[config.mk]
export PLATFORM = sky130hd
export DESIGN_NAME = irc_core
export DESIGN_NICKNAME = d
export VERILOG_FILES = /design/src/irc_pkg.sv /design/src/irc_core.sv
export SDC_FILE = /design/constraint.sdc
export NUM_CORES = 1
export LEC_CHECK = 0
export ABC_AREA = 1
export BUFFER_PORTS_ARGS = -buffer_cell sky130_fd_sc_hd__clkbuf_2
export CORE_AREA = 2 2 145 162
export CTS_CLUSTER_DIAMETER = 60
export DETAILED_ROUTE_END_ITERATION = 8
export DIE_AREA = 0 0 147 164
export GPL_ROUTABILITY_DRIVEN = 0
export PLACE_DENSITY = 0.84
export RECOVER_POWER = 50
export SETUP_SLACK_MARGIN = 0.4
export SKIP_LAST_GASP = 1
export SLEW_MARGIN = 20
export SYNTH_ARGS = -nofsm -noshare
export SYNTH_HDL_FRONTEND = slang
export SYNTH_SLANG_ARGS = --single-unit
[constraint.sdc]
create_clock -name clk -period 2.3 [get_ports clk]
set_input_delay 0.69 -clock clk [delete_from_list [all_inputs] [get_ports clk]]
set_output_delay 0.69 -clock clk [all_outputs]
set_load 0.02 [all_outputs]
[src/irc_pkg.sv]
// Package for the image-rejection trim and setup block.
// Assumes a 40 MHz core clock and a plain strobe-based register port.
package irc_pkg;

    ////////////////////////////////////////////////////////////////////////////
    // Register offsets (byte addresses, one 32-bit word each)
    localparam logic [7:0] IRC_REG0_OFF = 8'h00; // Mode / LO word
    localparam logic [7:0] IRC_REG1_OFF = 8'h04; // Reference setup
    localparam logic [7:0] IRC_REG2_OFF = 8'h08; // Transmit setup
    localparam logic [7:0] IRC_REG3_OFF = 8'h0c; // Clock setup
    localparam logic [7:0] IRC_REG4_OFF = 8'h10; // Demod setup
    localparam logic [7:0] IRC_REG5_OFF = 8'h14; // Trim word
    localparam logic [7:0] IRC_REG6_OFF = 8'h18; // Tone setup
    localparam logic [7:0] IRC_STAT_OFF = 8'h1c; // Status / strength readback
    localparam logic [7:0] IRC_CAL_OFF = 8'h20; // Calibration control

    ////////////////////////////////////////////////////////////////////////////
    // Field positions
    localparam int IRC_PH_MAG_LSB = 20; // Phase trim magnitude, 4 bits
    localparam int IRC_PH_SEL_BIT = 24; // Phase trim channel select
    localparam int IRC_GN_MAG_LSB = 25; // Gain trim magnitude, 5 bits
    localparam int IRC_GN_SEL_BIT = 30; // Gain trim channel select
    localparam int IRC_GN_POL_BIT = 31; // Gain trim polarity
    localparam int IRC_DRV_LSB = 28; // Internal tone drive level, 2 bits
    localparam int IRC_TONE_MUL_LSB = 4; // Tone odd-multiple index, 8 bits
    localparam int IRC_DIR_BIT = 27; // Direction bit in register 0
    localparam logic [1:0] IRC_DRV_MAX = 2'h3; // Maximum drive code

    ////////////////////////////////////////////////////////////////////////////
    // Reset values and frequency constants
    localparam logic [31:0] IRC_REG_RST = 32'h0000_0000;
    localparam logic [23:0] IRC_IMAGE_KHZ = 24'h0000c8; // Image offset, 200 kHz
    localparam logic [23:0] IRC_TRX_KHZ = 24'h000064; // Tx/Rx LO shift, 100 kHz

    // Setup progress states
    typedef enum logic [2:0]
    {
        IRC_SU_IDLE = 3'b000,
        IRC_SU_R1 = 3'b001,
        IRC_SU_R3 = 3'b010,
        IRC_SU_R0 = 3'b011,
        IRC_SU_R5 = 3'b100,
        IRC_SU_TX_OK = 3'b101,
        IRC_SU_RX_OK = 3'b110
    } irc_setup_t;

    // Trim applied to the I/Q path
    typedef struct packed
    {
        logic [3:0] phase_trim_magnitude;
        logic phase_trim_channel_select;
        logic [4:0] gain_trim_magnitude;
        logic gain_trim_channel_select;
        logic gain_trim_polarity;
    } irc_trim_t;

    // Receive-chain control during calibration
    typedef struct packed
    {
        logic lna_power_on;
        logic tone_enable;
        logic [1:0] tone_drive;
        logic [7:0] tone_multiple;
        logic [23:0] lo_offset_khz;
        logic lo_offset_negative;
    } irc_rf_ctl_t;

endpackage : irc_pkg

[src/irc_core.sv]
// Trim register file, calibration control and setup tracking.
// Assumes registers are written by a local master on the same clock;
// strength, filter gain and amplifier gain come from on-chip logic.
//
// Overview of operation
// Controller sets tone drive to maximum
// Controller sets LNA minimum gain, AGC off
// Phase magnitude from trim bits 20-23
// Bit 24 picks channel for phase
// Gain magnitude from trim bits 25-29
// Bit 30 picks channel for gain
// Bit 31 selects gain up or down
// Controller searches codes for lowest strength
// Calibration: LNA off, LO at image
// Tone at odd multiples of reference
// External source: same search, LNA input
// Setup order 1,3,0,2 or 1,3,0,5,4
// Direction toggle via register 0 shifts LO
// Controller recalibrates after temperature drift
// Readback: strength low seven, gains above
// Controller waits for strength to settle
//
// Notes for the next user of this block:
// - trim and RF control lag a write by two enabled edges,
//   one for the word register and one for the output flop
// - the strength read just after a trim write is stale;
//   the far side needs time before its level settles
// - reads of unmapped offsets return zero
// - writes to unmapped offsets and to the status word are dropped
// - setting both calibration bits selects the internal source only
// - the setup tracker only watches writes; it never blocks one
// - a write out of order leaves the tracker where it is
// - chip enable is asynchronous and passes two flops before use
// - with clk_en low every register, read data included, holds still
// - read data is zero in every cycle that follows an enabled cycle without a read
`timescale 1ns/10ps

module irc_core
    import irc_pkg::*;
(
    input wire logic clk,
    input wire logic arst_n,
    input wire logic clk_en,
    input wire logic [7:0] reg_addr,
    input wire logic [31:0] reg_wdata,
    input wire logic reg_wr,
    input wire logic reg_rd,
    output logic [31:0] reg_rdata,
    input wire logic [6:0] strength_level,
    input wire logic [1:0] filter_gain,
    input wire logic [1:0] amp_gain,
    input wire logic chip_enable,
    output irc_trim_t trim,
    output irc_rf_ctl_t rf_ctl,
    output logic transmit_mode,
    output logic setup_done
);

    ////////////////////////////////////////////////////////////////////////////
    // Storage
    logic [31:0] regs_r [0:6]; // Configuration words 0..6
    logic [31:0] reg_rdata_r; // Read data, one cycle late
    logic cal_en_r; // Internal-source calibration on
    logic cal_ext_r; // External-source calibration on
    irc_setup_t setup_r; // Setup progress
    irc_setup_t setup_nxt;
    logic [1:0] ce_sync_r; // Chip enable synchroniser
    logic ce_prev_r; // Previous synchronised level
    irc_trim_t trim_r; // Trim held in flops
    irc_rf_ctl_t rf_ctl_r; // RF control held in flops
    logic dir_r; // Direction bit mirror

    ////////////////////////////////////////////////////////////////////////////
    // Address decode
    function automatic logic [2:0] irc_index(input logic [7:0] a);
        irc_index = a[4:2];
    endfunction : irc_index

    // Words 0..6 sit below the status word
    wire cfg_hit = (reg_addr[7:5] == 3'h0) && (reg_addr != IRC_STAT_OFF);
    // Calibration control word
    wire cal_hit = (reg_addr == IRC_CAL_OFF);
    // Read-only strength and status word
    wire stat_hit = (reg_addr == IRC_STAT_OFF);
    // Word index of the access
    wire [2:0] wr_idx = irc_index(reg_addr);
    // Write to a configuration word
    wire cfg_wr = reg_wr && cfg_hit;
    // Chip enable rising, after synchronisation
    wire ce_rise = ce_sync_r[1] && !ce_prev_r;
    // Trim word
    wire [31:0] r5_w = regs_r[5];
    // Tone setup word
    wire [31:0] r6_w = regs_r[6];
    // Either calibration source active
    wire cal_any = cal_en_r || cal_ext_r;
    // Zero tone index keeps the tone off
    wire odd_valid = (r6_w[IRC_TONE_MUL_LSB +: 8] != 8'h00);

    // Readback word: strength low, gains above
    wire [31:0] stat_word = {19'h00000, setup_done, transmit_mode, amp_gain, filter_gain,
        strength_level};

    // Read mux; unmapped reads return zero
    wire [31:0] rd_mux = stat_hit ? stat_word :
        cal_hit ? {30'h0, cal_ext_r, cal_en_r} :
        cfg_hit ? regs_r[wr_idx] : 32'h0000_0000;

    ////////////////////////////////////////////////////////////////////////////
    // Config register writes
    always_ff @(posedge clk or negedge arst_n)
    begin
        if (!arst_n)
        begin
            for (int i = 0; i < 7; i++)
            begin
                regs_r[i] <= IRC_REG_RST;
            end
        end
        else if (clk_en && cfg_wr)
        begin
            regs_r[wr_idx] <= reg_wdata;
        end
    end

    ////////////////////////////////////////////////////////////////////////////
    // Calibration control and read data
    always_ff @(posedge clk or negedge arst_n)
    begin
        if (!arst_n)
        begin
            cal_en_r <= 1'b0;
            cal_ext_r <= 1'b0;
            reg_rdata_r <= 32'h0000_0000;
        end
        else if (clk_en)
        begin
            // Internal source wins when both bits are set
            if (reg_wr && cal_hit)
            begin
                cal_en_r <= reg_wdata[0];
                cal_ext_r <= reg_wdata[1] && !reg_wdata[0];
            end
            // Data stands for one cycle only
            reg_rdata_r <= reg_rd ? rd_mux : 32'h0000_0000;
        end
    end

    assign reg_rdata = reg_rdata_r;

    ////////////////////////////////////////////////////////////////////////////
    // Chip enable synchroniser
    always_ff @(posedge clk or negedge arst_n)
    begin
        if (!arst_n)
        begin
            ce_sync_r <= 2'h0;
            ce_prev_r <= 1'b0;
        end
        else if (clk_en)
        begin
            ce_sync_r <= {ce_sync_r[0], chip_enable};
            ce_prev_r <= ce_sync_r[1];
        end
    end

    ////////////////////////////////////////////////////////////////////////////
    // Setup progress after chip enable rises
    always_comb
    begin
        setup_nxt = setup_r;
        if (ce_rise)
        begin
            setup_nxt = IRC_SU_R1;
        end
        else if (cfg_wr)
        begin
            unique case (setup_r)
                IRC_SU_IDLE: setup_nxt = IRC_SU_IDLE;
                IRC_SU_R1: setup_nxt = (wr_idx == 3'h1) ? IRC_SU_R3 : IRC_SU_R1;
                IRC_SU_R3: setup_nxt = (wr_idx == 3'h3) ? IRC_SU_R0 : IRC_SU_R3;
                IRC_SU_R0: // Branch on next register
                begin
                    if (wr_idx == 3'h2)
                    begin
                        setup_nxt = IRC_SU_TX_OK;
                    end
                    else if (wr_idx == 3'h5)
                    begin
                        setup_nxt = IRC_SU_R5;
                    end
                end
                IRC_SU_R5: setup_nxt = (wr_idx == 3'h4) ? IRC_SU_RX_OK : IRC_SU_R5;
                IRC_SU_TX_OK: setup_nxt = IRC_SU_TX_OK;
                IRC_SU_RX_OK: setup_nxt = IRC_SU_RX_OK;
                default: setup_nxt = IRC_SU_IDLE;
            endcase
        end
    end

    always_ff @(posedge clk or negedge arst_n)
    begin
        if (!arst_n)
        begin
            setup_r <= IRC_SU_IDLE;
        end
        else if (clk_en)
        begin
            setup_r <= setup_nxt;
        end
    end

    assign setup_done = (setup_r == IRC_SU_TX_OK) || (setup_r == IRC_SU_RX_OK);

    ////////////////////////////////////////////////////////////////////////////
    // Next values for the output flops
    // Phase correction size
    wire [3:0] ph_mag_nxt = r5_w[IRC_PH_MAG_LSB +: 4];
    // Channel that takes the phase correction
    wire ph_sel_nxt = r5_w[IRC_PH_SEL_BIT];
    // Amplitude correction size
    wire [4:0] gn_mag_nxt = r5_w[IRC_GN_MAG_LSB +: 5];
    // Channel that takes the amplitude correction
    wire gn_sel_nxt = r5_w[IRC_GN_SEL_BIT];
    // Gain increase or attenuation
    wire gn_pol_nxt = r5_w[IRC_GN_POL_BIT];
    // Trim fields in struct order
    irc_trim_t trim_nxt;
    assign trim_nxt = {ph_mag_nxt, ph_sel_nxt, gn_mag_nxt, gn_sel_nxt, gn_pol_nxt};
    // Index n gives tone at (2n-1) x reference
    wire [7:0] tone_mul_nxt = {r6_w[IRC_TONE_MUL_LSB +: 7], 1'b1} - 8'h02;
    // Direction bit of register 0
    wire dir_nxt = regs_r[0][IRC_DIR_BIT];
    // Tx/Rx shift by direction
    wire [23:0] trx_khz_nxt = dir_nxt ? IRC_TRX_KHZ : 24'h000000;
    // Image offset wins during calibration
    wire [23:0] lo_khz_nxt = cal_any ? IRC_IMAGE_KHZ : trx_khz_nxt;
    // Image lies below the wanted signal
    wire lo_neg_nxt = cal_any;

    ////////////////////////////////////////////////////////////////////////////
    // Trim and RF control outputs
    always_ff @(posedge clk or negedge arst_n)
    begin
        if (!arst_n)
        begin
            trim_r <= '0;
            rf_ctl_r <= '0;
            dir_r <= 1'b0;
        end
        else if (clk_en)
        begin
            trim_r <= trim_nxt;
            dir_r <= dir_nxt;
            // LNA off only for internal tone
            rf_ctl_r.lna_power_on <= !cal_en_r;
            rf_ctl_r.tone_enable <= cal_en_r && odd_valid;
            rf_ctl_r.tone_drive <= r6_w[IRC_DRV_LSB +: 2];
            rf_ctl_r.tone_multiple <= tone_mul_nxt;
            rf_ctl_r.lo_offset_khz <= lo_khz_nxt;
            rf_ctl_r.lo_offset_negative <= lo_neg_nxt;
        end
    end

    assign trim = trim_r;
    assign rf_ctl = rf_ctl_r;
    assign transmit_mode = dir_r;

endmodule : irc_core

==> impl_metrics.yaml <==
run_status:
  outcome: "complete, but fails checks"
  violations: "max-capacitance violations, max-slew violations"
power_and_ir_drop:
  power.switching_mw: 3.517
  power.leakage_nw: 8.918
  netSwitchingFraction: 0.2721
  pwr-share-comb: 0.142
  total_power_mw: 12.93
  seq_power_share: 0.456
  clock_power_share: 0.403
  irDropWorstVdd_mv: 0.5868
  p_per_area_nw_per_um2: 781.6
  intPower_mw: 9.410
route:
  initial_drc_count: 1592
  wl_um: 42430
  drc_errors: 0
  avgViaCountPerCell: 5.696
  drt_first_pass_iters: 8
  ant_nets: 0
  route.detailed.wl_per_inst_um: 18.06
  vias: 13380
timing:
  timing_worst_slew_pin_value_ns: 1.642
  final-hold-violation-count: 0
  fmax_mhz: 451.5
  max_slew_violation_total_from_the_final_report: 53
  timing.final.setup_violations: 0
  clock_skew_ns: 0.02397
  fin_hold_ws_ns: 0.3467
  setup_tns_ns: 0
  fin_crit_ns: 2.215
  slew_headroom: -0.09492
  final_worst_path_cycle_share: 0.9629
  rsz0062_at_grt: "true"
layout:
  area_growth_pct: 16.56
  insertedDiodeCount: 0
  drive_gt1_frac: 0.1396
  num-nets-final: 2085
  n_fill_cell: 1652
logic_synthesis:
  synthesis.area_um2: 14190
  post-synth-top-count-cell: "nand2_1"
  synthMuxAreaShare: 0
  synthAdderAreaFrac: 0.001764
  number_of_enable_flip_flop_cells_after_synthesis: 0
  synthXorXnorAreaFrac: 0.001852
  synth_compound_area_frac: 0.07310
  seq_area_frac_synth: 0.5149
  synth_top_area_frac: 0.5149
  post_synth_and_or_nand_nor_area_fraction: 0.3097
  synth_commonest_cells: "826 x nand2_1, 292 x dfrtp_1, 186 x inv_1"
  synth.area.top_cells: "dfrtp_1 51%, nand2_1 22%, nand3_1 6.1%, o21ai_0 5.0%, inv_1 4.9%"
  synthArstFlopShare: 1.000
  synth_top_family_by_area: "simple AND/OR/NAND/NOR gates"
  postSynth.topFlopCell: "dfrtp_1"
  synth_largest_area_cell: "dfrtp_1"
  synth_area_per_cell_um2: 7.476
  synthCells: 1898
  synth.lib_cells_used.distinct: 33
  synth.yosys.warnings: 0
  synth-seq-cells: 292
floorplanning:
  start_util: 0.6308
  die_area_um2: 24110
  row_count: 58
  boundaryPins: 140
  core_area_um2: 22500
  floorplan.die.height_um: 164
  width_of_the_die_um: 147
critical_path:
  setup.worst_path.start_class: "register"
  critPathRequiredTime_ns: 1.61
  crit_arrival_ns: 1.52
  timing_worst_setup_path_type: "reg2out"
  cp-end-kind: "primary output"
  worstPathMaxFanout: 4
  worst_r2r_startpoint: "setup_r[1]$_DFFE_PN0P_"
  worstRegToRegCells: 8
  timing.reg2reg.setup_slack_ns: 0.72
  r2r-end: "setup_r[1]$_DFFE_PN0P_"
global_routing:
  grt_util_all_layers: 0.3569
  grt_antenna_before_repair: 0
  global_route.usage.met3: 0.06611
  grt_pass1_vias: 13510
  grt_pass1_wl_um: 68300
  globalRoute.busiestLayer: "met2"
  grt.met2_usage: 0.5930
  grt_start_max_net_pins: 73
  gr-usage-met1: 0.4440
  grt_remaining_overflow: 0
job:
  number_of_max_capacitance_violations_reported: 1
min_path:
  hold_path_depth: 3
  holdPathEnd: "ce_sync_r[0]$_DFFE_PN0P_"
  hold_class: "in2reg"
  timing.hold.worst.start: "chip_enable"
clock_tree:
  clock-sinks: 292
  cts_buffers: 29
  cts.clk_slew.worst_paths_ns: 0.06
  root_buffer: "clkbuf_16"
  cts_buffer_depth: 3
  ctsHtreeMaxLevel: 1
  tritoncts: "built"
  clk_latency_ns: 0.57
place:
  detailed_place_hpwl_um: 27220
  port_buffers: 120
critical path, stage by stage, from the launching register on:
cell	delay [ns]
dfrtp_2	0.45
inv_2	0.08
nand2_2	0.06
a21oi_2	0.18
clkbuf_8	0.18
placed cells by master (no fill, tap or decap), types with 19 or more instances in the layout:
master,n
clkbuf_2,120
nor2_1,41
o21ai_0,144
nand4_1,21
buf_4,63
inv_1,182
o21ai_1,39
dfrtp_1,290
nand2_1,823
conb_1,19
nand3_1,173
clkbuf_16,29
stage by stage:
stage | cell area, um^2 | utilization | setup slack [ns] | instances
floorplan | 14290 | - | 0.4015 | 1916
global placement | 15470 | 0.6876 | 0.06238 | 2288
detailed placement | 15470 | 0.6876 | 0.01924 | 2288
CTS | 16570 | 0.7368 | 0.1421 | 2347
global route | 16540 | 0.7352 | 0.05140 | 2349
finish | 16540 | 0.7352 | 0.08522 | 2349
cell type report:
class / count / area (um^2) / area share
flip-flops and latches: 292 / 7310 / 0.4419
multi-input cells: 1304 / 5605 / 0.3389
repair buffers: 207 / 1470 / 0.08889
clock buffers: 42 / 834.6 / 0.05046
inverters: 192 / 728.2 / 0.04403
well taps: 300 / 375.4 / 0.02269
clock inverters: 12 / 216.5 / 0.01309
cell families (layout without fill, tap and decap cells):
logic type / Yosys count / after routing
other: 1 / 19
adder cells (fa/ha/maj): 2 / 2
XOR/XNOR: 3 / 3
AO/OA/AOI/OAI: 201 / 201
AND/OR/NAND/NOR: 1079 / 1079
buffers and inverters: 320 / 453
flip-flops: 292 / 292
flip-flops by register name, indices dropped and copies added, names as in the netlist:
name / count
transmit_mode: 1
cal_en_r: 1
r5_w: 32
setup_r: 3
dir_nxt: 1
reg_rdata: 32
cal_ext_r: 1
regs_r: 159
trim: 12
ce_sync_r: 2
ce_prev_r: 1
r6_w: 32
rf_ctl: 15
worst max path at each step:
| stage | start | depth (start not counted) | slack (ns) | end |
|---|---|---|---|---|
| 2_1_floorplan | reg_addr[7] | 10 | 0.40 | regs_r[128]$_DFFE_PN0P_ |
| 3_3_place_gp | reg_addr[2] | 8 | 0.06 | regs_r[65]$_DFFE_PN0P_ |
| 3_5_place_dp | reg_addr[2] | 9 | 0.02 | regs_r[192]$_DFFE_PN0P_ |
| 4_1_cts | setup_r[0]$_DFFE_PN0P_ | 4 | 0.14 | setup_done |
| 5_1_grt | arst_n | 2 | 0.05 | setup_r[1]$_DFFE_PN0P_ |
| 6_report | setup_r[1]$_DFFE_PN0P_ | 4 | 0.09 | setup_done |
per-layer routing:
layer / wire [um] / up-vias
met4: 2604 / 0
met3: 4113 / 214
met5: 0 / -
li1: - / 6104
met1: 15490 / 6244
met2: 20230 / 817
power by group through the flow:
stage	combinational [mW]	sequential, mW	clock [mW]
2_1_floorplan	1.00	5.98	0
3_3_place_gp	1.66	5.94	0
3_5_place_dp	1.73	5.96	0
4_1_cts	1.80	5.88	5.22
5_1_grt	2.04	5.93	5.44
6_report	1.83	5.89	5.21
repair_timing:
item / CTS / global route
setup buffers: 5 / 2
resized for setup: 8 / 1
pin swaps: 1 / 1
hold buffers: 0 / 0
setup endpoints to repair: 1 / 1
Power figures use the tool's default switching activity.
